## src/rtl/gdmr_pkg.sv

```systemverilog
// Package for the pin, datapath and strap register bank
package gdmr_pkg;
  // Register offsets on the local control bus
  localparam logic [7:0] PIN_PAIR_CONFIG_ADDR   = 8'h11;
  localparam logic [7:0] DATAPATH_CONTROL_ADDR  = 8'h12;
  localparam logic [7:0] STRAP_MODE_STATUS_ADDR = 8'h13;

  // Reset values
  localparam logic [7:0] PIN_PAIR_CONFIG_RST  = 8'h00;
  localparam logic [7:0] DATAPATH_CONTROL_RST = 8'h00;

  // Pin configuration fields
  localparam int PIN_HI_OUT_BIT   = 7;
  localparam int PIN_HI_SEL_LSB   = 4;
  localparam int PIN_LO_OUT_BIT   = 3;
  localparam int PIN_LO_SEL_LSB   = 0;
  localparam logic [7:0] PIN_PAIR_WMASK = 8'hbb;

  // Datapath fields
  localparam int COLOUR_BYPASS_BIT   = 6;
  localparam int VALID_POLARITY_BIT  = 5;
  localparam int AUDIO_SOURCE_BIT    = 4;
  localparam int CHAN2_OVERRIDE_BIT  = 3;
  localparam int WIDTH_SELECT_BIT    = 2;
  localparam int TRANSPORT_SEL_BIT   = 1;
  localparam int CHAN2_ENABLE_BIT    = 0;
  localparam logic [7:0] DATAPATH_WMASK = 8'h7f;

  // Strap status fields
  localparam int STRAP_HI_LATCHED_BIT = 7;
  localparam int STRAP_HI_VALUE_LSB   = 4;
  localparam int STRAP_LO_LATCHED_BIT = 3;
  localparam int STRAP_LO_VALUE_LSB   = 0;

  // Pin mode codes {direction, enable}
  localparam logic [1:0] MODE_FUNC_IN  = 2'h0;
  localparam logic [1:0] MODE_TRISTATE = 2'h2;
  localparam logic [1:0] MODE_GPIO_OUT = 2'h1;
  localparam logic [1:0] MODE_GPIO_IN  = 2'h3;

  typedef enum logic [1:0] {
    GDMR_FUNC_IN,
    GDMR_TRISTATE,
    GDMR_GPIO_OUT,
    GDMR_GPIO_IN
  } gdmr_pinmode_t;

  // Register bus request
  typedef struct packed {
    logic       wrEn;
    logic       rdEn;
    logic [7:0] addr;
    logic [7:0] wdata;
  } gdmr_busreq_t;

  // Datapath controls as seen by the video and audio logic
  typedef struct packed {
    logic colourPass;
    logic validActiveLow;
    logic audioFromPins;
    logic chan2Enabled;
    logic video18Bit;
    logic frameTransport;
    logic encryptBlock;
    logic audioPacketBlock;
  } gdmr_dpctl_t;
endpackage

```

## src/rtl/gdmr_regs.sv

```systemverilog
// Pin pair, datapath control and strap status register bank
`timescale 1ns/1ps
module gdmr_regs (
  // Clock and reset
  input  wire logic                  clk,
  input  wire logic                  sys_rst,
  // Local control bus
  input  wire gdmr_pkg::gdmr_busreq_t busReq,
  output logic [7:0]                 rdData,
  output logic                       rdValid,
  // Mode straps, already decoded to three bits each
  input  wire logic [2:0]            strapHiPin,
  input  wire logic [2:0]            strapLoPin,
  // Repeater in-band channel-B detection
  input  wire logic                  rptrMode,
  input  wire logic                  inbandChan2Valid,
  input  wire logic                  inbandChan2,
  // Video path
  input  wire logic                  pixelValidStrobe,
  output logic                       pixelForward,
  output gdmr_pkg::gdmr_dpctl_t      dpCtl,
  // General-purpose pins
  input  wire logic [1:0]            pinIn,
  output logic [1:0]                 pinOut,
  output logic [1:0]                 pinOe,
  output logic [1:0]                 pinGpioIn,
  output logic [1:0]                 pinFuncIn
);

  typedef struct packed {
    logic [7:0]            pinCfg;
    logic [7:0]            dpReg;
    logic [2:0][2:0]       strapHiSync;
    logic [2:0][2:0]       strapLoSync;
    logic [2:0]            strapHiVal;
    logic [2:0]            strapLoVal;
    logic                  strapHiDone;
    logic                  strapLoDone;
    logic [1:0]            settleCnt;
    logic [7:0]            rdData;
    logic                  rdValid;
    logic [1:0]            pinOut;
    logic [1:0]            pinOe;
    logic [1:0]            pinGpioIn;
    logic [1:0]            pinFuncIn;
    logic [2:0][1:0]       pinSync;
    logic [1:0]            pinInLvl;
    logic                  pixelForward;
    gdmr_pkg::gdmr_dpctl_t dpCtl;
  } gdmr_state_t;

  gdmr_state_t st_r;
  gdmr_state_t st_nxt;

  logic [1:0] pinMode [2];
  logic [1:0] pinLevel;
  logic       validActive;
  logic       chan2Req;

  assign pinMode[1] = st_r.pinCfg[gdmr_pkg::PIN_HI_SEL_LSB +: 2];
  assign pinMode[0] = st_r.pinCfg[gdmr_pkg::PIN_LO_SEL_LSB +: 2];
  assign pinLevel   = {st_r.pinCfg[gdmr_pkg::PIN_HI_OUT_BIT],
                       st_r.pinCfg[gdmr_pkg::PIN_LO_OUT_BIT]};

  // Strobe normalised to active high
  assign validActive = pixelValidStrobe
                       ^ st_r.dpReg[gdmr_pkg::VALID_POLARITY_BIT];

  // Repeater detection may replace the software enable
  assign chan2Req = (rptrMode && inbandChan2Valid) ? inbandChan2
                    : st_r.dpReg[gdmr_pkg::CHAN2_ENABLE_BIT];

  always_comb begin
    st_nxt = st_r;
    st_nxt.rdValid = 1'b0;

    // Register writes; strap status has no write path
    if (busReq.wrEn) begin
      unique case (busReq.addr)
        gdmr_pkg::PIN_PAIR_CONFIG_ADDR: begin
          st_nxt.pinCfg = busReq.wdata & gdmr_pkg::PIN_PAIR_WMASK;
        end
        gdmr_pkg::DATAPATH_CONTROL_ADDR: begin
          st_nxt.dpReg = busReq.wdata & gdmr_pkg::DATAPATH_WMASK;
        end
        default: begin
          st_nxt.pinCfg = st_r.pinCfg;
        end
      endcase
    end

    // Reads answer one cycle later; unmapped reads return zero
    if (busReq.rdEn) begin
      st_nxt.rdValid = 1'b1;
      unique case (busReq.addr)
        gdmr_pkg::PIN_PAIR_CONFIG_ADDR:  st_nxt.rdData = st_r.pinCfg;
        gdmr_pkg::DATAPATH_CONTROL_ADDR: st_nxt.rdData = st_r.dpReg;
        gdmr_pkg::STRAP_MODE_STATUS_ADDR: begin
          st_nxt.rdData = {st_r.strapHiDone, st_r.strapHiVal,
                           st_r.strapLoDone, st_r.strapLoVal};
        end
        default: st_nxt.rdData = 8'h00;
      endcase
    end

    // Straps settle through three flops, then latch once
    st_nxt.strapHiSync = {st_r.strapHiSync[1:0], strapHiPin};
    st_nxt.strapLoSync = {st_r.strapLoSync[1:0], strapLoPin};
    if (st_r.settleCnt != 2'h3) begin
      st_nxt.settleCnt = st_r.settleCnt + 2'h1;
    end else if (!st_r.strapHiDone) begin
      if (st_r.strapHiSync[1] == st_r.strapHiSync[2]) begin
        st_nxt.strapHiVal  = st_r.strapHiSync[2];
        st_nxt.strapHiDone = 1'b1;
      end
    end
    if (st_r.settleCnt == 2'h3 && !st_r.strapLoDone) begin
      if (st_r.strapLoSync[1] == st_r.strapLoSync[2]) begin
        st_nxt.strapLoVal  = st_r.strapLoSync[2];
        st_nxt.strapLoDone = 1'b1;
      end
    end

    // Pin inputs synchronised; accepted once stages two and three agree
    st_nxt.pinSync = {st_r.pinSync[1:0], pinIn};

    for (int i = 0; i < 2; i++) begin
      unique case (pinMode[i])
        gdmr_pkg::MODE_GPIO_OUT: begin
          st_nxt.pinOe[i]  = 1'b1;
          st_nxt.pinOut[i] = pinLevel[i];
        end
        default: begin
          st_nxt.pinOe[i]  = 1'b0;
          st_nxt.pinOut[i] = 1'b0;
        end
      endcase
      if (st_r.pinSync[1][i] == st_r.pinSync[2][i]) begin
        st_nxt.pinInLvl[i] = st_r.pinSync[2][i];
      end
      // Mode gate applied every cycle, so a mode change never leaves a stale input
      st_nxt.pinGpioIn[i] = (pinMode[i] == gdmr_pkg::MODE_GPIO_IN) & st_r.pinInLvl[i];
      st_nxt.pinFuncIn[i] = (pinMode[i] == gdmr_pkg::MODE_FUNC_IN) & st_r.pinInLvl[i];
    end

    // Datapath controls
    st_nxt.dpCtl.colourPass       = st_r.dpReg[gdmr_pkg::COLOUR_BYPASS_BIT];
    st_nxt.dpCtl.validActiveLow   = st_r.dpReg[gdmr_pkg::VALID_POLARITY_BIT];
    st_nxt.dpCtl.audioFromPins    = st_r.dpReg[gdmr_pkg::AUDIO_SOURCE_BIT];
    st_nxt.dpCtl.chan2Enabled     = st_r.dpReg[gdmr_pkg::CHAN2_OVERRIDE_BIT]
                                    & chan2Req;
    st_nxt.dpCtl.video18Bit       = st_r.dpReg[gdmr_pkg::WIDTH_SELECT_BIT];
    st_nxt.dpCtl.frameTransport   = st_r.dpReg[gdmr_pkg::TRANSPORT_SEL_BIT];
    st_nxt.dpCtl.encryptBlock     = st_r.dpReg[gdmr_pkg::COLOUR_BYPASS_BIT];
    st_nxt.dpCtl.audioPacketBlock = st_r.dpReg[gdmr_pkg::COLOUR_BYPASS_BIT];
    st_nxt.pixelForward = st_r.dpReg[gdmr_pkg::COLOUR_BYPASS_BIT] | validActive;
  end

  always_ff @(posedge clk) begin
    if (sys_rst) begin
      st_r        <= '0;
      st_r.pinCfg <= gdmr_pkg::PIN_PAIR_CONFIG_RST;
      st_r.dpReg  <= gdmr_pkg::DATAPATH_CONTROL_RST;
    end else begin
      st_r <= st_nxt;
    end
  end

  assign rdData       = st_r.rdData;
  assign rdValid      = st_r.rdValid;
  assign pinOut       = st_r.pinOut;
  assign pinOe        = st_r.pinOe;
  assign pinGpioIn    = st_r.pinGpioIn;
  assign pinFuncIn    = st_r.pinFuncIn;
  assign pixelForward = st_r.pixelForward;
  assign dpCtl        = st_r.dpCtl;

  // Checks
  a_pin_drive_mode: assert property (@(posedge clk) disable iff (sys_rst)
    pinOe[0] |-> $past(pinMode[0]) == gdmr_pkg::MODE_GPIO_OUT)
    else $error("low pin driven outside gpio output mode");

  a_pin_drive_level: assert property (@(posedge clk) disable iff (sys_rst)
    pinOe[1] |-> pinOut[1] == $past(pinLevel[1]))
    else $error("high pin driven with wrong level");

  a_reserved_zero: assert property (@(posedge clk) disable iff (sys_rst)
    st_r.pinCfg[6] == 1'b0 && st_r.pinCfg[2] == 1'b0 && st_r.dpReg[7] == 1'b0)
    else $error("reserved bit set");

  a_bypass_forward: assert property (@(posedge clk) disable iff (sys_rst)
    $past(st_r.dpReg[gdmr_pkg::COLOUR_BYPASS_BIT]) |-> pixelForward)
    else $error("bypass did not forward pixels");

  a_bypass_blocks: assert property (@(posedge clk) disable iff (sys_rst)
    dpCtl.colourPass |-> dpCtl.encryptBlock && dpCtl.audioPacketBlock)
    else $error("bypass left encryption or audio on");

  a_chan2_override: assert property (@(posedge clk) disable iff (sys_rst)
    !$past(st_r.dpReg[gdmr_pkg::CHAN2_OVERRIDE_BIT]) |-> !dpCtl.chan2Enabled)
    else $error("channel B on without override");

  a_width_follow: assert property (@(posedge clk) disable iff (sys_rst)
    ##1 dpCtl.video18Bit == $past(st_r.dpReg[gdmr_pkg::WIDTH_SELECT_BIT]))
    else $error("width select not followed");

  a_strap_sticky: assert property (@(posedge clk) disable iff (sys_rst)
    st_r.strapHiDone |=> st_r.strapHiDone && $stable(st_r.strapHiVal))
    else $error("latched strap changed");

  a_strap_done_time: assert property (@(posedge clk)
    $fell(sys_rst) |-> ##[1:8] st_r.strapLoDone)
    else $error("low strap not latched in time");

  a_hi_done_time: assert property (@(posedge clk)
    $fell(sys_rst) |-> ##[1:8] st_r.strapHiDone)
    else $error("high strap not latched in time");

  a_lo_strap_sticky: assert property (@(posedge clk) disable iff (sys_rst)
    st_r.strapLoDone |=> st_r.strapLoDone && $stable(st_r.strapLoVal))
    else $error("latched low strap changed");

  a_colour_flag: assert property (@(posedge clk) disable iff (sys_rst)
    dpCtl.colourPass == $past(st_r.dpReg[gdmr_pkg::COLOUR_BYPASS_BIT]))
    else $error("colour bypass flag not followed");

  a_polarity_map: assert property (@(posedge clk) disable iff (sys_rst)
    dpCtl.validActiveLow == $past(st_r.dpReg[gdmr_pkg::VALID_POLARITY_BIT]))
    else $error("valid polarity not followed");

  a_forward_gate: assert property (@(posedge clk) disable iff (sys_rst)
    pixelForward == ($past(st_r.dpReg[gdmr_pkg::COLOUR_BYPASS_BIT])
      || ($past(pixelValidStrobe) != $past(st_r.dpReg[gdmr_pkg::VALID_POLARITY_BIT]))))
    else $error("pixel forward gate wrong");

  a_audio_source: assert property (@(posedge clk) disable iff (sys_rst)
    dpCtl.audioFromPins == $past(st_r.dpReg[gdmr_pkg::AUDIO_SOURCE_BIT]))
    else $error("audio source not followed");

  a_transport_sel: assert property (@(posedge clk) disable iff (sys_rst)
    dpCtl.frameTransport == $past(st_r.dpReg[gdmr_pkg::TRANSPORT_SEL_BIT]))
    else $error("transport select not followed");

  a_chan2_source: assert property (@(posedge clk) disable iff (sys_rst)
    dpCtl.chan2Enabled == ($past(st_r.dpReg[gdmr_pkg::CHAN2_OVERRIDE_BIT])
      && (($past(rptrMode) && $past(inbandChan2Valid)) ? $past(inbandChan2)
          : $past(st_r.dpReg[gdmr_pkg::CHAN2_ENABLE_BIT]))))
    else $error("channel B enable source wrong");

  a_encrypt_mirror: assert property (@(posedge clk) disable iff (sys_rst)
    dpCtl.encryptBlock == dpCtl.colourPass)
    else $error("encryption block differs from bypass");

  a_audio_mirror: assert property (@(posedge clk) disable iff (sys_rst)
    dpCtl.audioPacketBlock == dpCtl.colourPass)
    else $error("audio packet block differs from bypass");

  a_read_latency: assert property (@(posedge clk) disable iff (sys_rst)
    rdValid == $past(busReq.rdEn))
    else $error("read answer not one cycle after request");

  a_read_hold: assert property (@(posedge clk) disable iff (sys_rst)
    !$past(busReq.rdEn) |-> $stable(rdData))
    else $error("read data moved without a read");

  a_read_unmapped: assert property (@(posedge clk) disable iff (sys_rst)
    $past(busReq.rdEn) && $past(busReq.addr) != gdmr_pkg::PIN_PAIR_CONFIG_ADDR
      && $past(busReq.addr) != gdmr_pkg::DATAPATH_CONTROL_ADDR
      && $past(busReq.addr) != gdmr_pkg::STRAP_MODE_STATUS_ADDR |-> rdData == 8'h00)
    else $error("unmapped read not zero");

  a_read_pincfg: assert property (@(posedge clk) disable iff (sys_rst)
    $past(busReq.rdEn) && $past(busReq.addr) == gdmr_pkg::PIN_PAIR_CONFIG_ADDR
      |-> rdData == $past(st_r.pinCfg))
    else $error("pin config read wrong");

  a_read_dpreg: assert property (@(posedge clk) disable iff (sys_rst)
    $past(busReq.rdEn) && $past(busReq.addr) == gdmr_pkg::DATAPATH_CONTROL_ADDR
      |-> rdData == $past(st_r.dpReg))
    else $error("datapath read wrong");

  a_read_status: assert property (@(posedge clk) disable iff (sys_rst)
    $past(busReq.rdEn) && $past(busReq.addr) == gdmr_pkg::STRAP_MODE_STATUS_ADDR
      |-> rdData == {$past(st_r.strapHiDone), $past(st_r.strapHiVal),
                     $past(st_r.strapLoDone), $past(st_r.strapLoVal)})
    else $error("strap status read wrong");

  a_pin_write: assert property (@(posedge clk) disable iff (sys_rst)
    $past(busReq.wrEn) && $past(busReq.addr) == gdmr_pkg::PIN_PAIR_CONFIG_ADDR
      |-> st_r.pinCfg == ($past(busReq.wdata) & gdmr_pkg::PIN_PAIR_WMASK))
    else $error("pin config write lost");

  a_dp_write: assert property (@(posedge clk) disable iff (sys_rst)
    $past(busReq.wrEn) && $past(busReq.addr) == gdmr_pkg::DATAPATH_CONTROL_ADDR
      |-> st_r.dpReg == ($past(busReq.wdata) & gdmr_pkg::DATAPATH_WMASK))
    else $error("datapath write lost");

  a_status_write: assert property (@(posedge clk) disable iff (sys_rst)
    $past(busReq.wrEn) && $past(busReq.addr) == gdmr_pkg::STRAP_MODE_STATUS_ADDR
      && $past(st_r.strapHiDone) && $past(st_r.strapLoDone)
      |-> $stable(st_r.strapHiVal) && $stable(st_r.strapLoVal))
    else $error("status write changed strap state");

  // Same checks for each pin
  for (genvar gp = 0; gp < 2; gp++) begin : g_pinChk
    a_pin_oe_mode: assert property (@(posedge clk) disable iff (sys_rst)
      pinOe[gp] == ($past(pinMode[gp]) == gdmr_pkg::MODE_GPIO_OUT))
      else $error("pin drive enable does not match mode");

    a_pin_out_idle: assert property (@(posedge clk) disable iff (sys_rst)
      !pinOe[gp] |-> !pinOut[gp])
      else $error("pin level shown while not driving");

    a_pin_level: assert property (@(posedge clk) disable iff (sys_rst)
      pinOe[gp] |-> pinOut[gp] == $past(pinLevel[gp]))
      else $error("pin driven with wrong level");

    a_pin_gpio_in: assert property (@(posedge clk) disable iff (sys_rst)
      pinGpioIn[gp] |-> $past(pinMode[gp]) == gdmr_pkg::MODE_GPIO_IN)
      else $error("gpio input outside gpio input mode");

    a_pin_func_in: assert property (@(posedge clk) disable iff (sys_rst)
      pinFuncIn[gp] |-> $past(pinMode[gp]) == gdmr_pkg::MODE_FUNC_IN)
      else $error("functional input outside functional mode");

    a_pin_tristate: assert property (@(posedge clk) disable iff (sys_rst)
      $past(pinMode[gp]) == gdmr_pkg::MODE_TRISTATE
        |-> !pinOe[gp] && !pinGpioIn[gp] && !pinFuncIn[gp])
      else $error("tristate pin not idle");
  end
endmodule

```

## config.mk

```make
export PLATFORM = sky130hd
export DESIGN_NAME = gdmr_regs
export DESIGN_NICKNAME = d
export VERILOG_FILES = /design/src/rtl/gdmr_pkg.sv /design/src/rtl/gdmr_regs.sv
export SDC_FILE = /design/constraint.sdc
export NUM_CORES = 1
export LEC_CHECK = 0
export BUFFER_PORTS_ARGS = -buffer_cell sky130_fd_sc_hd__buf_4
export CORE_MARGIN = 5
export CORE_UTILIZATION = 58
export DETAILED_ROUTE_END_ITERATION = 16
export MAX_ROUTING_LAYER = met4
export PLACE_DENSITY = 0.84
export SYNTH_ARGS = -nofsm -noshare
export SYNTH_HDL_FRONTEND = slang
export SYNTH_SLANG_ARGS = --single-unit
```

## constraint.sdc

```tcl
create_clock -name clk -period 2 [get_ports clk]
set_input_delay 0.2 -clock clk [delete_from_list [all_inputs] [get_ports clk]]
set_output_delay 0.2 -clock clk [all_outputs]
set_load 0.05 [all_outputs]
```

==> impl_results.md <==
* Status: completed
* Die Ht at 80.7 um
* Hold Crit Class: in2reg
* Wire length per cell after detailed routing at around 13 um
* Worst vdd rail ir drop at 0.000574 V
* Layout overhead on the synthesized area at 16.8%
* Combinational share of power at 7.0%
* Setup tns final at 0 ns
* Top-area cell type share of the netlist area at 50.5%
* Clock buffer count from CTS at 9
* Largest clock skew in the final design at 0.00882 ns
* First-pass GRT wire length at 8310 um
* Critical path launch point: st_r[34]
* Tightest Pin Transition at 0.518 ns
* Number of standard-cell rows in the floorplan at 25
* Total nets after synthesis at 307
* Hold_sp: pinIn[0]
* Die Area at 0.00651 mm^2
* Cells resized by post-CTS repair at 0
* Most area-hungry cell type in the Yosys netlist: sky130_fd_sc_hd__dfxtp_1
* Total power density per cell area at 833 mW/mm^2
* Horizontal extent of the die at around 81 um
* Crit path time final at 1.43 ns
* Slowest stage cell on the critical path: sky130_fd_sc_hd__nor4_4
* Worst path cell trace: ha_1 -> nand2b_1 -> nor4_4 -> mux2i_1
* Largest cells by area after synthesis: sky130_fd_sc_hd__dfxtp_1, sky130_fd_sc_hd__nand2b_1, sky130_fd_sc_hd__nor2b_1
* Via-to-Cell Ratio at 4.92
* Synthesized instance count at around 270
* Critical path buffers and inverters at 0
* Largest net degree at the start of global routing at 61
* Element type at the critical path end: register
* Hold-fix buffers, CTS at 0
* Initial antenna violation count at 0
* Yosys synthesis warning count at 0
* Via count of the first global-routing pass at around 1,800
* Ports at slightly below 60
* RSZ-0062 raised after global routing: false
* # Max-Cap Violations at 0
* Internal power at 2.23 mW
* Final cell count without fillers at 380
* Clock transition at the register clock pins on the worst setup and hold paths after CTS at 0.07 ns
* Initial DRC Count at 131
* Effective utilization at floorplan at 60.5%
* Post-placement cell count at 365
* Clk network pwr share at 39.6%
* WHS at 0.0763 ns
* Clock Tree Root: sky130_fd_sc_hd__clkbuf_8
* Number of synthesized register bits at 73
* Area occupied by multi-input gates at 0.00118 mm^2
* Number of buffers added for setup after CTS at 0
* Clock Sink Count at 73
* Syn Area/Cell at between 10 and 15 um^2
* Count of input and output buffers at 57
* Antenna diode instance count at 0
* Register cell area after layout at 0.00146 mm^2
* Critical path peak fanout at 5
* # setup viols final at 0
* Critical path data arrival time at 1.69 ns
* CTS max path bufs at 2
* Post-detailed-placement half-perimeter wirelength at 3610 um
* Delay-heaviest family, CP: simple AND/OR/NAND/NOR gates
* Part of the Yosys area used for sequential elements at 50.5%
* Clock latency reported for the late side of the worst-skew pair at 0.33 ns
* Reported leakage power at 1.46 nW
* Critical path data required time at between 2 and 2.5 ns
* Routability congestion estimate at just over 0.9
* All-layer global routing usage at ~18%
* Fill cell total of the finished layout at 370
* Relative contribution of sequential cells to total power at a little over half
* Crit-path max cell delay at between 0.3 and 0.4 ns
* Switching power total at 0.593 mW
* Summed instance area of the synthesized netlist at 0.00290 mm^2
* Wire length after detailed routing at 5090 um
* First-pass DRT Iterations at 4
* Tightest slew margin relative to the limit at 65.5%
* Startpoint type of the worst setup path: register
* Nets@finish at 342
* Final antenna-violating net count at 0
* Number of DRC violations after detailed routing at 0
* Highest clock rate at 0.699 GHz
* CTS H-Tree Depth at 3
* Final-report max-slew violation count at 0
* Via Count at around 1,900
* Number of distinct library cell variants in the gate-level netlist after synthesis at 32
* Core Area at 0.00479 mm^2
* Switch share at 21.0%
* CTS tree: yes
* GRT Residual Overflow at 0
* Final clock period utilization by the worst path at between 70% and 80%
* Share of layout cells above drive strength 1 at 28.8%
* Hold violation total from the final report at 0
* Startpoint of the lowest-slack register-to-register path: st_r[34]
* Setup CP Type: reg2reg
-- stage by stage --
stage / setup slack, ns / instance area (um^2) / power, mW / util [%]
after floorplan: 0.643 / 2900 / 1.66 / -
after global placement: 0.448 / 3190 / 1.73 / 66.6
after detailed placement: 0.419 / 3190 / 1.74 / 66.6
after CTS: 0.548 / 3380 / 2.85 / 70.7
after global routing: 0.409 / 3380 / 2.95 / 70.7
final: 0.569 / 3380 / 2.82 / 70.7
-- metal layers --
layer | up-vias | wire [um] | track usage (%)
met5 | - | 0 | -
met4 | 0 | 72 | 6.76
li1 | 952 | - | -
met3 | 6 | 366 | 5.83
met2 | 66 | 2450 | 28.0
met1 | 847 | 2200 | 20.4
-- layout make-up --
type	instances	area share (%)
well taps	67	2.48
clock buffers	12	4.58
clock inverters	3	1.18
repair buffers	60	13.3
inverters	3	0.333
multi-input cells	162	34.9
flip-flops and latches	73	43.2
-- layout by cell type (no fill, tap or decap) --
master                      Yosys  final
sky130_fd_sc_hd__clkinv_2       0      2
sky130_fd_sc_hd__o21ai_0        2      2
sky130_fd_sc_hd__o2111ai_1      1      1
sky130_fd_sc_hd__and2b_1        1      1
sky130_fd_sc_hd__nand4_2        1      1
sky130_fd_sc_hd__and2_1         3      3
sky130_fd_sc_hd__nand3_1        1      1
sky130_fd_sc_hd__a21oi_1        6      6
sky130_fd_sc_hd__buf_4         24     60
sky130_fd_sc_hd__xor2_1         8      8
sky130_fd_sc_hd__nor2b_1       29     29
sky130_fd_sc_hd__and4b_1        3      3
sky130_fd_sc_hd__dfxtp_1       73     73
sky130_fd_sc_hd__ha_1           1      1
sky130_fd_sc_hd__nor4b_4        1      1
sky130_fd_sc_hd__nand2_1       19     19
sky130_fd_sc_hd__bufinv_16      0      1
sky130_fd_sc_hd__nor3b_1        3      3
sky130_fd_sc_hd__nor2_1         6      6
sky130_fd_sc_hd__a32oi_1        5      5
sky130_fd_sc_hd__nor4_2         1      1
sky130_fd_sc_hd__clkbuf_8       0     11
sky130_fd_sc_hd__mux2i_1       18     18
sky130_fd_sc_hd__nand2b_1      34     34
sky130_fd_sc_hd__mux2_2         8      8
sky130_fd_sc_hd__nand4_1        3      3
sky130_fd_sc_hd__o21ba_2        2      2
sky130_fd_sc_hd__nor4b_1        3      3
sky130_fd_sc_hd__nor4_4         1      1
sky130_fd_sc_hd__mux2_4         2      2
sky130_fd_sc_hd__inv_1          3      3
sky130_fd_sc_hd__clkbuf_1       8      1
-- cells in the mapped netlist (all sizes together) --
library cell,n
dfxtp,73
nand2b,34
nor2b,29
buf,28
nand2,19
mux2i,18
mux2,10
clkbuf,8
xor2,8
a21oi,6
nor2,6
a32oi,5
nand4,4
nor4b,4
and2,3
and4b,3
inv,3
nor3b,3
nor4,2
o21ai,2
o21ba,2
and2b,1
ha,1
nand3,1
o2111ai,1
-- worst register-to-register path: cells and delay by family (launching register included) --
| family | cells | cell delay, ns |
|---|---|---|
| multiplexers | 1 | 0.23 |
| flip-flops | 1 | 0.35 |
| adder cells (fa/ha/maj) | 1 | 0.28 |
| AND/OR/NAND/NOR | 2 | 0.50 |
-- worst paths after layout --
| kind | end | slack, ns | cells past startpoint |
|---|---|---|---|
| setup / recovery | st_r[38] | 0.57 | 4 |
| hold / removal | st_nxt[13] | 0.08 | 2 |
| hold reg to reg | st_nxt[59] | 0.44 | 1 |
| setup reg to reg | st_r[38] | 0.57 | 4 |
-- logic make-up after synthesis --
logic type	count (synthesis)	share of synthesized area, %
multiplexers	28	10.4
XOR/XNOR	8	2.42
AND/OR/NAND/NOR	109	23.7
AO/OA/AOI/OAI	16	3.89
buffers and inverters	39	8.73
flip-flops	73	50.5
adder cells (fa/ha/maj)	1	0.432
-- sequential cells by signal (all words and copies together), names as in the netlist --
signal and flops:
dpCtl 6, pinFuncIn 2, pinGpioIn 2, pinLevel 2, pinMode 4, pinOe 2, pinOut 2, pixelForward 1
rdData 8, rdValid 1, st_nxt 21, st_r 22
-- power by group through the flow --
| stage | Combinational [mW] | Sequential, mW | Clock, mW |
|---|---|---|---|
| 2_1_floorplan | 0.121 | 1.54 | 0 |
| 3_3_place_gp | 0.194 | 1.54 | 0 |
| 3_5_place_dp | 0.199 | 1.54 | 0 |
| 4_1_cts | 0.201 | 1.51 | 1.14 |
| 5_1_grt | 0.218 | 1.51 | 1.22 |
| 6_report | 0.198 | 1.51 | 1.12 |
Power figures use the tool's default switching activity.
